**config.mk**
```make
export PLATFORM = sky130hd
export DESIGN_NAME = dsc_panel
export DESIGN_NICKNAME = d
export VERILOG_FILES = /design/src/rtl/dsc_pkg.sv /design/src/rtl/dsc_panel.sv
export VERILOG_INCLUDE_DIRS = /design/src /design/src/rtl
export SDC_FILE = /design/constraint.sdc
export NUM_CORES = 1
export LEC_CHECK = 0
export BUFFER_PORTS_ARGS = -buffer_cell sky130_fd_sc_hd__buf_2
export CAP_MARGIN = 10
export CELL_PAD_IN_SITES_DETAIL_PLACEMENT = 1
export CELL_PAD_IN_SITES_GLOBAL_PLACEMENT = 2
export CORE_UTILIZATION = 30
export DETAILED_ROUTE_END_ITERATION = 8
export PLACE_DENSITY_LB_ADDON = 0.1
export SETUP_SLACK_MARGIN = 0.5
export SLEW_MARGIN = 20
export SYNTH_ARGS = -nofsm -noshare
export SYNTH_HDL_FRONTEND = slang
export SYNTH_SLANG_ARGS = --single-unit
```
**constraint.sdc**
```tcl
create_clock -name clk_sys -period 4.27 [get_ports clk_sys]
set_input_delay 0.854 -clock clk_sys [delete_from_list [all_inputs] [get_ports clk_sys]]
set_output_delay 0.854 -clock clk_sys [all_outputs]
set_load 0.005 [all_outputs]
```
**src/rtl/dsc_defs.svh**
```systemverilog
// Purpose: named constants of the drive panel and spin-up control
// Assumes: 100 MHz system clock, 8 Hz internal slow tick
// Notes:   times are kept in seconds, counts derived from them, except the repeat period kept in ticks
`ifndef DSC_DEFS_SVH
`define DSC_DEFS_SVH
`define DSC_CLK_HZ        100000000
`define DSC_TICK_HZ       8
`define DSC_STEP_S        5
`define DSC_START_MAX_S   90
`define DSC_HOLD_STEP_S   2
`define DSC_HOLD_RPT_S    3
// ticks between repeated steps while the address key stays held
`define DSC_RPT_TICKS     4
`define DSC_STEP_TICKS    (`DSC_STEP_S * `DSC_TICK_HZ)
`define DSC_START_TICKS   (`DSC_START_MAX_S * `DSC_TICK_HZ)
`define DSC_HOLD1_TICKS   (`DSC_HOLD_STEP_S * `DSC_TICK_HZ)
`define DSC_HOLD2_TICKS   (`DSC_HOLD_RPT_S * `DSC_TICK_HZ)
`define DSC_HOLD_TOP      5'h1F
`define DSC_ADDR_RST      4'h0
`define DSC_PRE_W         24
`define DSC_TCNT_W        10
`endif

```
**src/rtl/dsc_pkg.sv**
```systemverilog
// Purpose: types of the drive panel and spin-up control
// Assumes: constants come from dsc_defs.svh
// Notes:   one-hot state codes
package dsc_pkg;
  typedef enum logic [4:0] {
    DSC_ST_STOP  = 5'h01,
    DSC_ST_DELAY = 5'h02,
    DSC_ST_START = 5'h04,
    DSC_ST_READY = 5'h08,
    DSC_ST_STOPG = 5'h10
  } dsc_state_t;

  typedef struct packed {
    dsc_state_t  st;
    logic [3:0]  addr;
    logic        run;
    logic        wp;
    logic        fault;
    logic        loaded;
    logic        sel;
    logic        tick;
    logic [23:0] pre;
    logic [9:0]  tcnt;
    logic [4:0]  hold;
    logic [2:0]  phase;
    logic        start_k;
    logic        wp_k;
    logic        clr_k;
  } dsc_regs_t;
endpackage : dsc_pkg

```
**src/rtl/dsc_panel.sv**
```systemverilog
// Purpose: panel keys, lamps and spin-up sequencing of a disk drive
// Assumes: keys are debounced levels, high while pressed
// Notes:   non-volatile values are loaded in the first cycle after reset
// Operation
// - spin-up waits five seconds times the logical address
// - delay runs from zero to seventy-five seconds in equal steps
// - address shown in binary on four lamps, kept across power loss
// - holding address key two seconds steps once, past three repeats
// - selection lamp follows controller selection
// - ready lamp flashes fast while starting, steady on when ready
// - ready lamp flashes slow while stopping, then stays off
// - start key release starts a stopped drive, next one stops it
// - start/stop key state kept across power loss
// - start must finish within ninety seconds, else a fault
// - fast flashing begins only after the address delay expires
// - fault lamp cleared by key, power or host reset once fault gone
// - writes refused while write-protect lamp is lit
// - each write-protect key press toggles protection unless the board override is on
// - write-protect selection kept across power loss
// - board override to protect makes the protect key ineffective
// - remote spin-up and spin-down commands run start or stop cycles
// - single-bank local option starts at power-on with no delay
// - spin-down only in remote, spin-up only with dc power present
// - spin-up command follows the same sequence as the start key
`include "dsc_defs.svh"
`timescale 1ns/100ps
`default_nettype none
module dsc_panel #(
  parameter int unsigned TICK_CYCLES = `DSC_CLK_HZ / `DSC_TICK_HZ
) (
  input  wire logic       clk_sys,
  input  wire logic       reset,
  input  wire logic       addr_key,
  input  wire logic       start_key,
  input  wire logic       fault_clr_key,
  input  wire logic       wp_key,
  input  wire logic       wp_override,
  input  wire logic       selected,
  input  wire logic       fault_present,
  input  wire logic       motor_ready,
  input  wire logic       motor_stopped,
  input  wire logic       remote_mode,
  input  wire logic       dc_power,
  input  wire logic       single_bank,
  input  wire logic       spin_up_cmd,
  input  wire logic       spin_down_cmd,
  input  wire logic       host_reset_cmd,
  input  wire logic [3:0] nv_addr_in,
  input  wire logic       nv_run_in,
  input  wire logic       nv_wp_in,
  output logic      [3:0] addr_lamp,
  output logic            sel_lamp,
  output logic            ready_lamp,
  output logic            fault_lamp,
  output logic            wp_lamp,
  output logic            write_allow,
  output logic            motor_on,
  output logic      [3:0] nv_addr_out,
  output logic            nv_run_out,
  output logic            nv_wp_out
);
  localparam logic [23:0] PRE_TOP   = 24'(TICK_CYCLES - 1);
  localparam logic [9:0]  STEP_T    = 10'(`DSC_STEP_TICKS);
  localparam logic [9:0]  START_T   = 10'(`DSC_START_TICKS);
  localparam logic [4:0]  HOLD1_T   = 5'(`DSC_HOLD1_TICKS);
  localparam logic [4:0]  HOLD2_T   = 5'(`DSC_HOLD2_TICKS);
  localparam logic [4:0]  RPT_T     = 5'(`DSC_RPT_TICKS);

  dsc_pkg::dsc_regs_t s_q;
  dsc_pkg::dsc_regs_t s_d;
  logic               start_rel;
  logic               clr_rel;
  logic               wp_press;
  logic               start_req;
  logic               stop_req;
  logic               addr_step;
  logic               tmo_evt;
  logic [9:0]         delay_t;
  logic               auto_now;

  // key edges and qualified host commands
  assign start_rel = s_q.start_k & ~start_key;
  assign clr_rel   = s_q.clr_k & ~fault_clr_key;
  assign wp_press  = ~s_q.wp_k & wp_key;
  assign start_req = start_rel | (spin_up_cmd & remote_mode & dc_power);
  assign stop_req  = start_rel | (spin_down_cmd & remote_mode);
  assign delay_t   = 10'(s_q.addr) * STEP_T;
  assign auto_now  = single_bank & ~remote_mode;
  // one step at two seconds of hold, then every repeat period past three
  assign addr_step = s_q.tick & addr_key &
                     ((s_q.hold == HOLD1_T) || (s_q.hold >= HOLD2_T &&
                      5'(s_q.hold - HOLD2_T) % RPT_T == 5'h00));
  assign tmo_evt   = (s_q.st == dsc_pkg::DSC_ST_START) & s_q.tick &
                     (s_q.tcnt == 10'(START_T - 10'h001)) & ~motor_ready;

  // next-state logic
  always_comb
  begin
    s_d         = s_q;
    s_d.start_k = start_key;
    s_d.wp_k    = wp_key;
    s_d.clr_k   = fault_clr_key;
    s_d.sel     = selected;
    s_d.tick    = (s_q.pre == PRE_TOP);
    s_d.pre     = (s_q.pre == PRE_TOP) ? 24'h000000 : s_q.pre + 24'h000001;
    if (s_q.tick)
    begin
      s_d.phase = s_q.phase + 3'h1;
    end
    // address key hold timer wraps inside the repeat window
    if (!addr_key)
    begin
      s_d.hold = 5'h00;
    end
    else if (s_q.tick)
    begin
      s_d.hold = (s_q.hold == `DSC_HOLD_TOP) ? HOLD2_T : s_q.hold + 5'h01;
    end
    if (addr_step)
    begin
      s_d.addr = s_q.addr + 4'h1;
    end
    if (wp_press && !wp_override)
    begin
      s_d.wp = ~s_q.wp;
    end
    // fault clear first so that a new fault in the same cycle wins
    if ((clr_rel || host_reset_cmd) && !fault_present)
    begin
      s_d.fault = 1'b0;
    end
    if (fault_present || tmo_evt)
    begin
      s_d.fault = 1'b1;
    end
    case (s_q.st)
      dsc_pkg::DSC_ST_STOP:
      begin
        if (start_req)
        begin
          s_d.st   = dsc_pkg::DSC_ST_DELAY;
          s_d.run  = 1'b1;
          s_d.tcnt = 10'h000;
        end
      end
      dsc_pkg::DSC_ST_DELAY:
      begin
        if (stop_req)
        begin
          s_d.st  = dsc_pkg::DSC_ST_STOPG;
          s_d.run = 1'b0;
        end
        else if (s_q.tcnt >= delay_t)
        begin
          s_d.st   = dsc_pkg::DSC_ST_START;
          s_d.tcnt = 10'h000;
        end
        else if (s_q.tick)
        begin
          s_d.tcnt = s_q.tcnt + 10'h001;
        end
      end
      dsc_pkg::DSC_ST_START:
      begin
        if (stop_req)
        begin
          s_d.st  = dsc_pkg::DSC_ST_STOPG;
          s_d.run = 1'b0;
        end
        else if (motor_ready && !fault_present)
        begin
          s_d.st = dsc_pkg::DSC_ST_READY;
        end
        else if (s_q.tick && s_q.tcnt != START_T)
        begin
          s_d.tcnt = s_q.tcnt + 10'h001;
        end
      end
      dsc_pkg::DSC_ST_READY:
      begin
        if (stop_req)
        begin
          s_d.st  = dsc_pkg::DSC_ST_STOPG;
          s_d.run = 1'b0;
        end
      end
      dsc_pkg::DSC_ST_STOPG:
      begin
        if (motor_stopped)
        begin
          s_d.st = dsc_pkg::DSC_ST_STOP;
        end
      end
      default:
      begin
        s_d.st = dsc_pkg::DSC_ST_STOP;
      end
    endcase
    // first cycle after reset restores the retained panel settings
    if (!s_q.loaded)
    begin
      s_d.loaded = 1'b1;
      s_d.addr   = nv_addr_in;
      s_d.wp     = nv_wp_in;
      s_d.run    = nv_run_in | auto_now;
      s_d.tcnt   = 10'h000;
      s_d.st     = auto_now ? dsc_pkg::DSC_ST_START :
                   (nv_run_in ? dsc_pkg::DSC_ST_DELAY : dsc_pkg::DSC_ST_STOP);
    end
  end

  // state register
  always_ff @(posedge clk_sys or posedge reset)
  begin
    if (reset)
    begin
      s_q         <= '0;
      s_q.st      <= dsc_pkg::DSC_ST_STOP;
      s_q.addr    <= `DSC_ADDR_RST;
    end
    else
    begin
      s_q <= s_d;
    end
  end

  // lamps and outputs; fast flash 4 Hz, slow flash 1 Hz
  assign addr_lamp   = s_q.addr;
  assign sel_lamp    = s_q.sel;
  assign fault_lamp  = s_q.fault;
  assign wp_lamp     = s_q.wp | wp_override;
  assign write_allow = ~wp_lamp;
  assign motor_on    = (s_q.st == dsc_pkg::DSC_ST_START) |
                       (s_q.st == dsc_pkg::DSC_ST_READY);
  assign ready_lamp  = (s_q.st == dsc_pkg::DSC_ST_READY) |
                       ((s_q.st == dsc_pkg::DSC_ST_START) & s_q.phase[0]) |
                       ((s_q.st == dsc_pkg::DSC_ST_STOPG) & s_q.phase[2]);
  assign nv_addr_out = s_q.addr;
  assign nv_run_out  = s_q.run;
  assign nv_wp_out   = s_q.wp;

  // checks
  a_delay_expiry: assert property (@(posedge clk_sys) disable iff (reset)
    s_q.loaded && s_q.st == dsc_pkg::DSC_ST_DELAY && !stop_req &&
    s_q.tcnt == 10'(s_q.addr) * STEP_T |=> s_q.st == dsc_pkg::DSC_ST_START)
    else $error("address delay did not end on time");
  a_delay_dark: assert property (@(posedge clk_sys) disable iff (reset)
    s_q.st == dsc_pkg::DSC_ST_DELAY |-> !ready_lamp)
    else $error("ready lamp lit during address delay");
  a_ready_steady: assert property (@(posedge clk_sys) disable iff (reset)
    s_q.st == dsc_pkg::DSC_ST_READY |-> ready_lamp && motor_on)
    else $error("ready lamp not steady when ready");
  a_stopped_dark: assert property (@(posedge clk_sys) disable iff (reset)
    $fell(s_q.st == dsc_pkg::DSC_ST_STOPG) && s_q.loaded |->
    !ready_lamp && !motor_on)
    else $error("ready lamp lit after stop cycle");
  a_sel_follow: assert property (@(posedge clk_sys) disable iff (reset)
    ##1 sel_lamp == $past(selected))
    else $error("selection lamp does not follow selection");
  a_wp_blocks: assert property (@(posedge clk_sys) disable iff (reset)
    write_allow == !(s_q.wp || wp_override))
    else $error("write allowed while protected");
  a_wp_toggle: assert property (@(posedge clk_sys) disable iff (reset)
    s_q.loaded && wp_press && !wp_override |=> s_q.wp != $past(s_q.wp))
    else $error("protect key did not toggle");
  a_wp_locked: assert property (@(posedge clk_sys) disable iff (reset)
    s_q.loaded && wp_override |=> $stable(s_q.wp))
    else $error("protect key acted under override");
  a_fault_set: assert property (@(posedge clk_sys) disable iff (reset)
    fault_present |=> fault_lamp)
    else $error("fault lamp off while fault present");
  a_start_tmo: assert property (@(posedge clk_sys) disable iff (reset)
    tmo_evt |=> fault_lamp)
    else $error("start timeout raised no fault");
  a_fault_clear: assert property (@(posedge clk_sys) disable iff (reset)
    s_q.loaded && (clr_rel || host_reset_cmd) && !fault_present && !tmo_evt |=> !fault_lamp)
    else $error("fault lamp not cleared after fault went");
  a_resume_delay: assert property (@(posedge clk_sys) disable iff (reset)
    !s_q.loaded && nv_run_in && !auto_now |=> s_q.st == dsc_pkg::DSC_ST_DELAY && nv_run_out)
    else $error("retained run state not resumed");
  a_down_local: assert property (@(posedge clk_sys) disable iff (reset)
    s_q.loaded && s_q.st == dsc_pkg::DSC_ST_READY && !remote_mode &&
    !start_rel |=> s_q.st == dsc_pkg::DSC_ST_READY)
    else $error("drive left ready without a stop request");
  a_addr_wrap: assert property (@(posedge clk_sys) disable iff (reset)
    s_q.loaded && addr_step && s_q.addr == 4'hF |=> s_q.addr == 4'h0)
    else $error("address did not wrap to zero");
  c_reach_ready: cover property (@(posedge clk_sys) disable iff (reset)
    $rose(s_q.st == dsc_pkg::DSC_ST_READY));
  c_stop_cycle: cover property (@(posedge clk_sys) disable iff (reset)
    $rose(s_q.st == dsc_pkg::DSC_ST_STOPG));
  c_addr_step: cover property (@(posedge clk_sys) disable iff (reset)
    addr_step);
  c_fault_clr: cover property (@(posedge clk_sys) disable iff (reset)
    $fell(s_q.fault));
  c_delay_stop: cover property (@(posedge clk_sys) disable iff (reset)
    s_q.st == dsc_pkg::DSC_ST_DELAY && stop_req);
endmodule : dsc_panel
`default_nettype wire

```
==> flow_summary.yaml <==
setup_path:
  reg2regPathDepth: 10
  cp_top_family: "adder cells"
  timing.rr.end: "s_q[13]"
  path_buf_inv: 0
  start_kind: "flop"
  worst-r2r-setup-slack_ns: 0.84
  cp_common_cell: "ha_1"
  end_kind: "flop"
  critPathRequiredTime_ns: 4.46
  reg2reg_from: "addr_lamp[1]"
  path_max_fanout: 15
  crit_slowest_cell: "a221oi_1"
  cp-startpoint: "addr_lamp[1]"
  cp_data_arrival_time_ns: 3.62
  worstPathCellList: "ha_1, ha_1, fa_1, xnor2_1, ha_1, nand4_1, a221oi_1, nor3_4, o31ai_1, o32ai_1"
  slowest_delay_ns: 0.49
  path_class: "flop to flop"
clock_tree:
  clock_sinks: 60
  cts_setup_buffers: 0
  htree_num_levels: 3
  ctsRootBufferMaster: "clkbuf_16"
  path_clk_slew_ns: 0.06
  cts_resized: 0
  numCtsBuffers: 9
  postCtsHoldBufs: 0
  clk_path_buf_depth: 2
  cts_tree: "done"
  clk_latency_ns: 0.34
detailed_routing:
  dr.pass1.iters: 4
  drt_iter0_drc: 69
  num_vias: 2943
  wl_per_cell_um: 16.58
  ant_nets: 0
  drc: 0
  via_per_inst: 5.209
  totalWireLength_um: 9365
timing:
  hold_ws_ns: 0.4793
  hold_violations: 0
  rsz0062_at_grt: "false"
  setup_viol: 0
  tightestPinTransition_ns: 0.8972
  min_period_ns: 3.435
  worst_clock_skew_ns: 0.005710
  fmax_mhz: 291.1
  finalMaxSlewViolations: 0
  slew-limit-headroom: 0.4018
  post-route-period-util: 0.8044
  tns_ns: 0
global_routing:
  grt_pass1_vias: 3144
  grt-ovfl-total: 0
  antenna_found_initial: 0
  track_usage: 0.1620
  grt_max_degree: 44
  grt_pass1_wl_um: 15990
logic_synthesis:
  synth_edf_count: 0
  synthMuxAreaShare: 0.01729
  synth.net_count: 429
  async_flop_share: 1.000
  synth_area_sq_um: 3690
  avgSynthCellArea_sq_um: 9.559
  synth_compound_area_frac: 0.1512
  synth-seq-area-share: 0.4073
  synth-adder-area-share: 0.06985
  synth_ff_type: "dfrtp_1"
  synth-simple-area-share: 0.2153
  yosysUniqueCellTypes: 64
  synth_top_family_by_area: "simple AND/OR/NAND/NOR gates"
  synth_xor_area_frac: 0.07121
  synth_cells: 386
  yosysWarnings: 0
  synth-seq-cells: 60
pwr:
  pwr-share-seq: 0.398
  p_int_uw: 1118
  power.switching_uw: 425.6
  p_clk_frac: 0.479
  swShare: 0.2758
  leakagePower_uw: 0.001791
  power.density_nw_per_um2: 366.2
  peakVddDrop_v: 0.0002015
  combPwrFrac: 0.122
finish:
  area_growth_syn_to_layout_pct: 14.21
  finish.utilization: 0.3508
  drive_gt1_frac: 0.1722
  fin_nets: 456
  num_antenna_cells: 0
die:
  dieWidth_um: 112.9
  die_y_um: 112.9
  ios: 39
  initial_core_util: 0.3072
  design.core.area_sq_um: 12010
  rows: 40
  die_area_sq_um: 12750
placed_design:
  gp_congestion: 0.7460
  dp.final_hpwl_um: 6711
  io_buffers: 38
run_status:
  status: "finished, final reports clean"
min_path:
  holdPathEnd: "s_q[5]"
  worstHoldPathType: "flop to flop"
  hold_start: "s_q[5]"
  min_path_cells: 1
run:
  maxCapViolCount: 0
==> cell families (layout without fill, tap and decap cells) <==
kind of cell / count (synthesis) / after routing
buf+inv: 44 / 76
fa+ha+maj: 20 / 20
mux: 6 / 6
other cells: 1 / 1
compound gates: 79 / 79
simple gates: 146 / 146
xor+xnor: 30 / 30
flops: 60 / 60
==> per-layer routing <==
layer	part of all wire	GRT usage	vias up
li1	-	-	1439
met1	0.45	0.1970	1449
met2	0.50	0.2765	43
met3	0.037	0.04767	12
met4	0.016	0.05088	0
met5	0	0	-
==> layout make-up <==
type | count | area [sq um]
clock buffer | 9 | 225.2
clock inverter | 7 | 76.32
fill | 1399 | 7797
inverter | 19 | 72.57
multi-input combinational | 282 | 1941
sequential | 60 | 1503
tap | 147 | 183.9
timing repair buffer | 41 | 212.7
==> cells in the mapped netlist, types with 9 or more instances <==
cell / count / area (sq um)
xor2_1: 12 / 105.1
o21ai_0: 10 / 50.05
nand3_1: 17 / 85.08
and3_1: 9 / 56.30
dfrtp_1: 59 / 1476
nand4_1: 9 / 56.30
buf_4: 10 / 75.07
a21oi_1: 17 / 85.08
nor3_1: 9 / 45.04
nand2_1: 27 / 101.4
ha_1: 19 / 237.7
xnor2_1: 18 / 157.7
inv_1: 19 / 71.32
nor2_1: 34 / 127.6
==> sequential cells by signal (all words and copies together), names as in the netlist <==
signal	flops
s_q	52
addr_lamp	4
fault_lamp	1
nv_run_out	1
nv_wp_out	1
sel_lamp	1
==> power by group through the flow <==
stage               sequential, uW  combinational (uW)  clock (uW)
global placement               625                 193           0
CTS                            614                 194         769
global route                   618                 219         790
floorplan                      605                 163           0
finish                         614                 189         740
detailed placement             625                 193           0
==> per-stage QoR <==
stage               setup WS [ns]  cell area [sq um]  cells  power [uW]
global route               0.5956               4214    565        1627
CTS                        0.8130               4213    565        1578
floorplan                   1.293               3690    386       767.6
finish                     0.8351               4214    565        1543
global placement           0.9729               3911    549       818.1
detailed placement         0.8386               3911    549       817.6
==> cells in the final DEF, fill, tap and decap left out, drive strengths merged, types with 3 or more instances in the layout <==
cell type	instances
a211oi	4
a21oi	17
a31oi	7
and2	4
and3	11
buf	41
clkbuf	9
clkinv	4
dfrtp	59
ha	19
inv	19
mux2	3
mux2i	3
nand2	27
nand3	17
nand4	9
nor2	34
nor2b	8
nor3	11
nor3b	5
o2111ai	5
o211ai	8
o21ai	10
o22ai	3
o31ai	6
o32ai	4
or3	3
xnor2	18
xor2	12
==> how the worst max path moves through the flow <==
stage / end / cells after the start / slack [ns]
finish: s_q[13] / 10 / 0.84
global route: s_q[13] / 10 / 0.60
CTS: s_q[13] / 10 / 0.81
detailed placement: s_q[16] / 10 / 0.84
global placement: s_q[17] / 10 / 0.97
floorplan: s_q[56] / 10 / 1.29
Note: power is estimated with default switching activity, not from simulation.
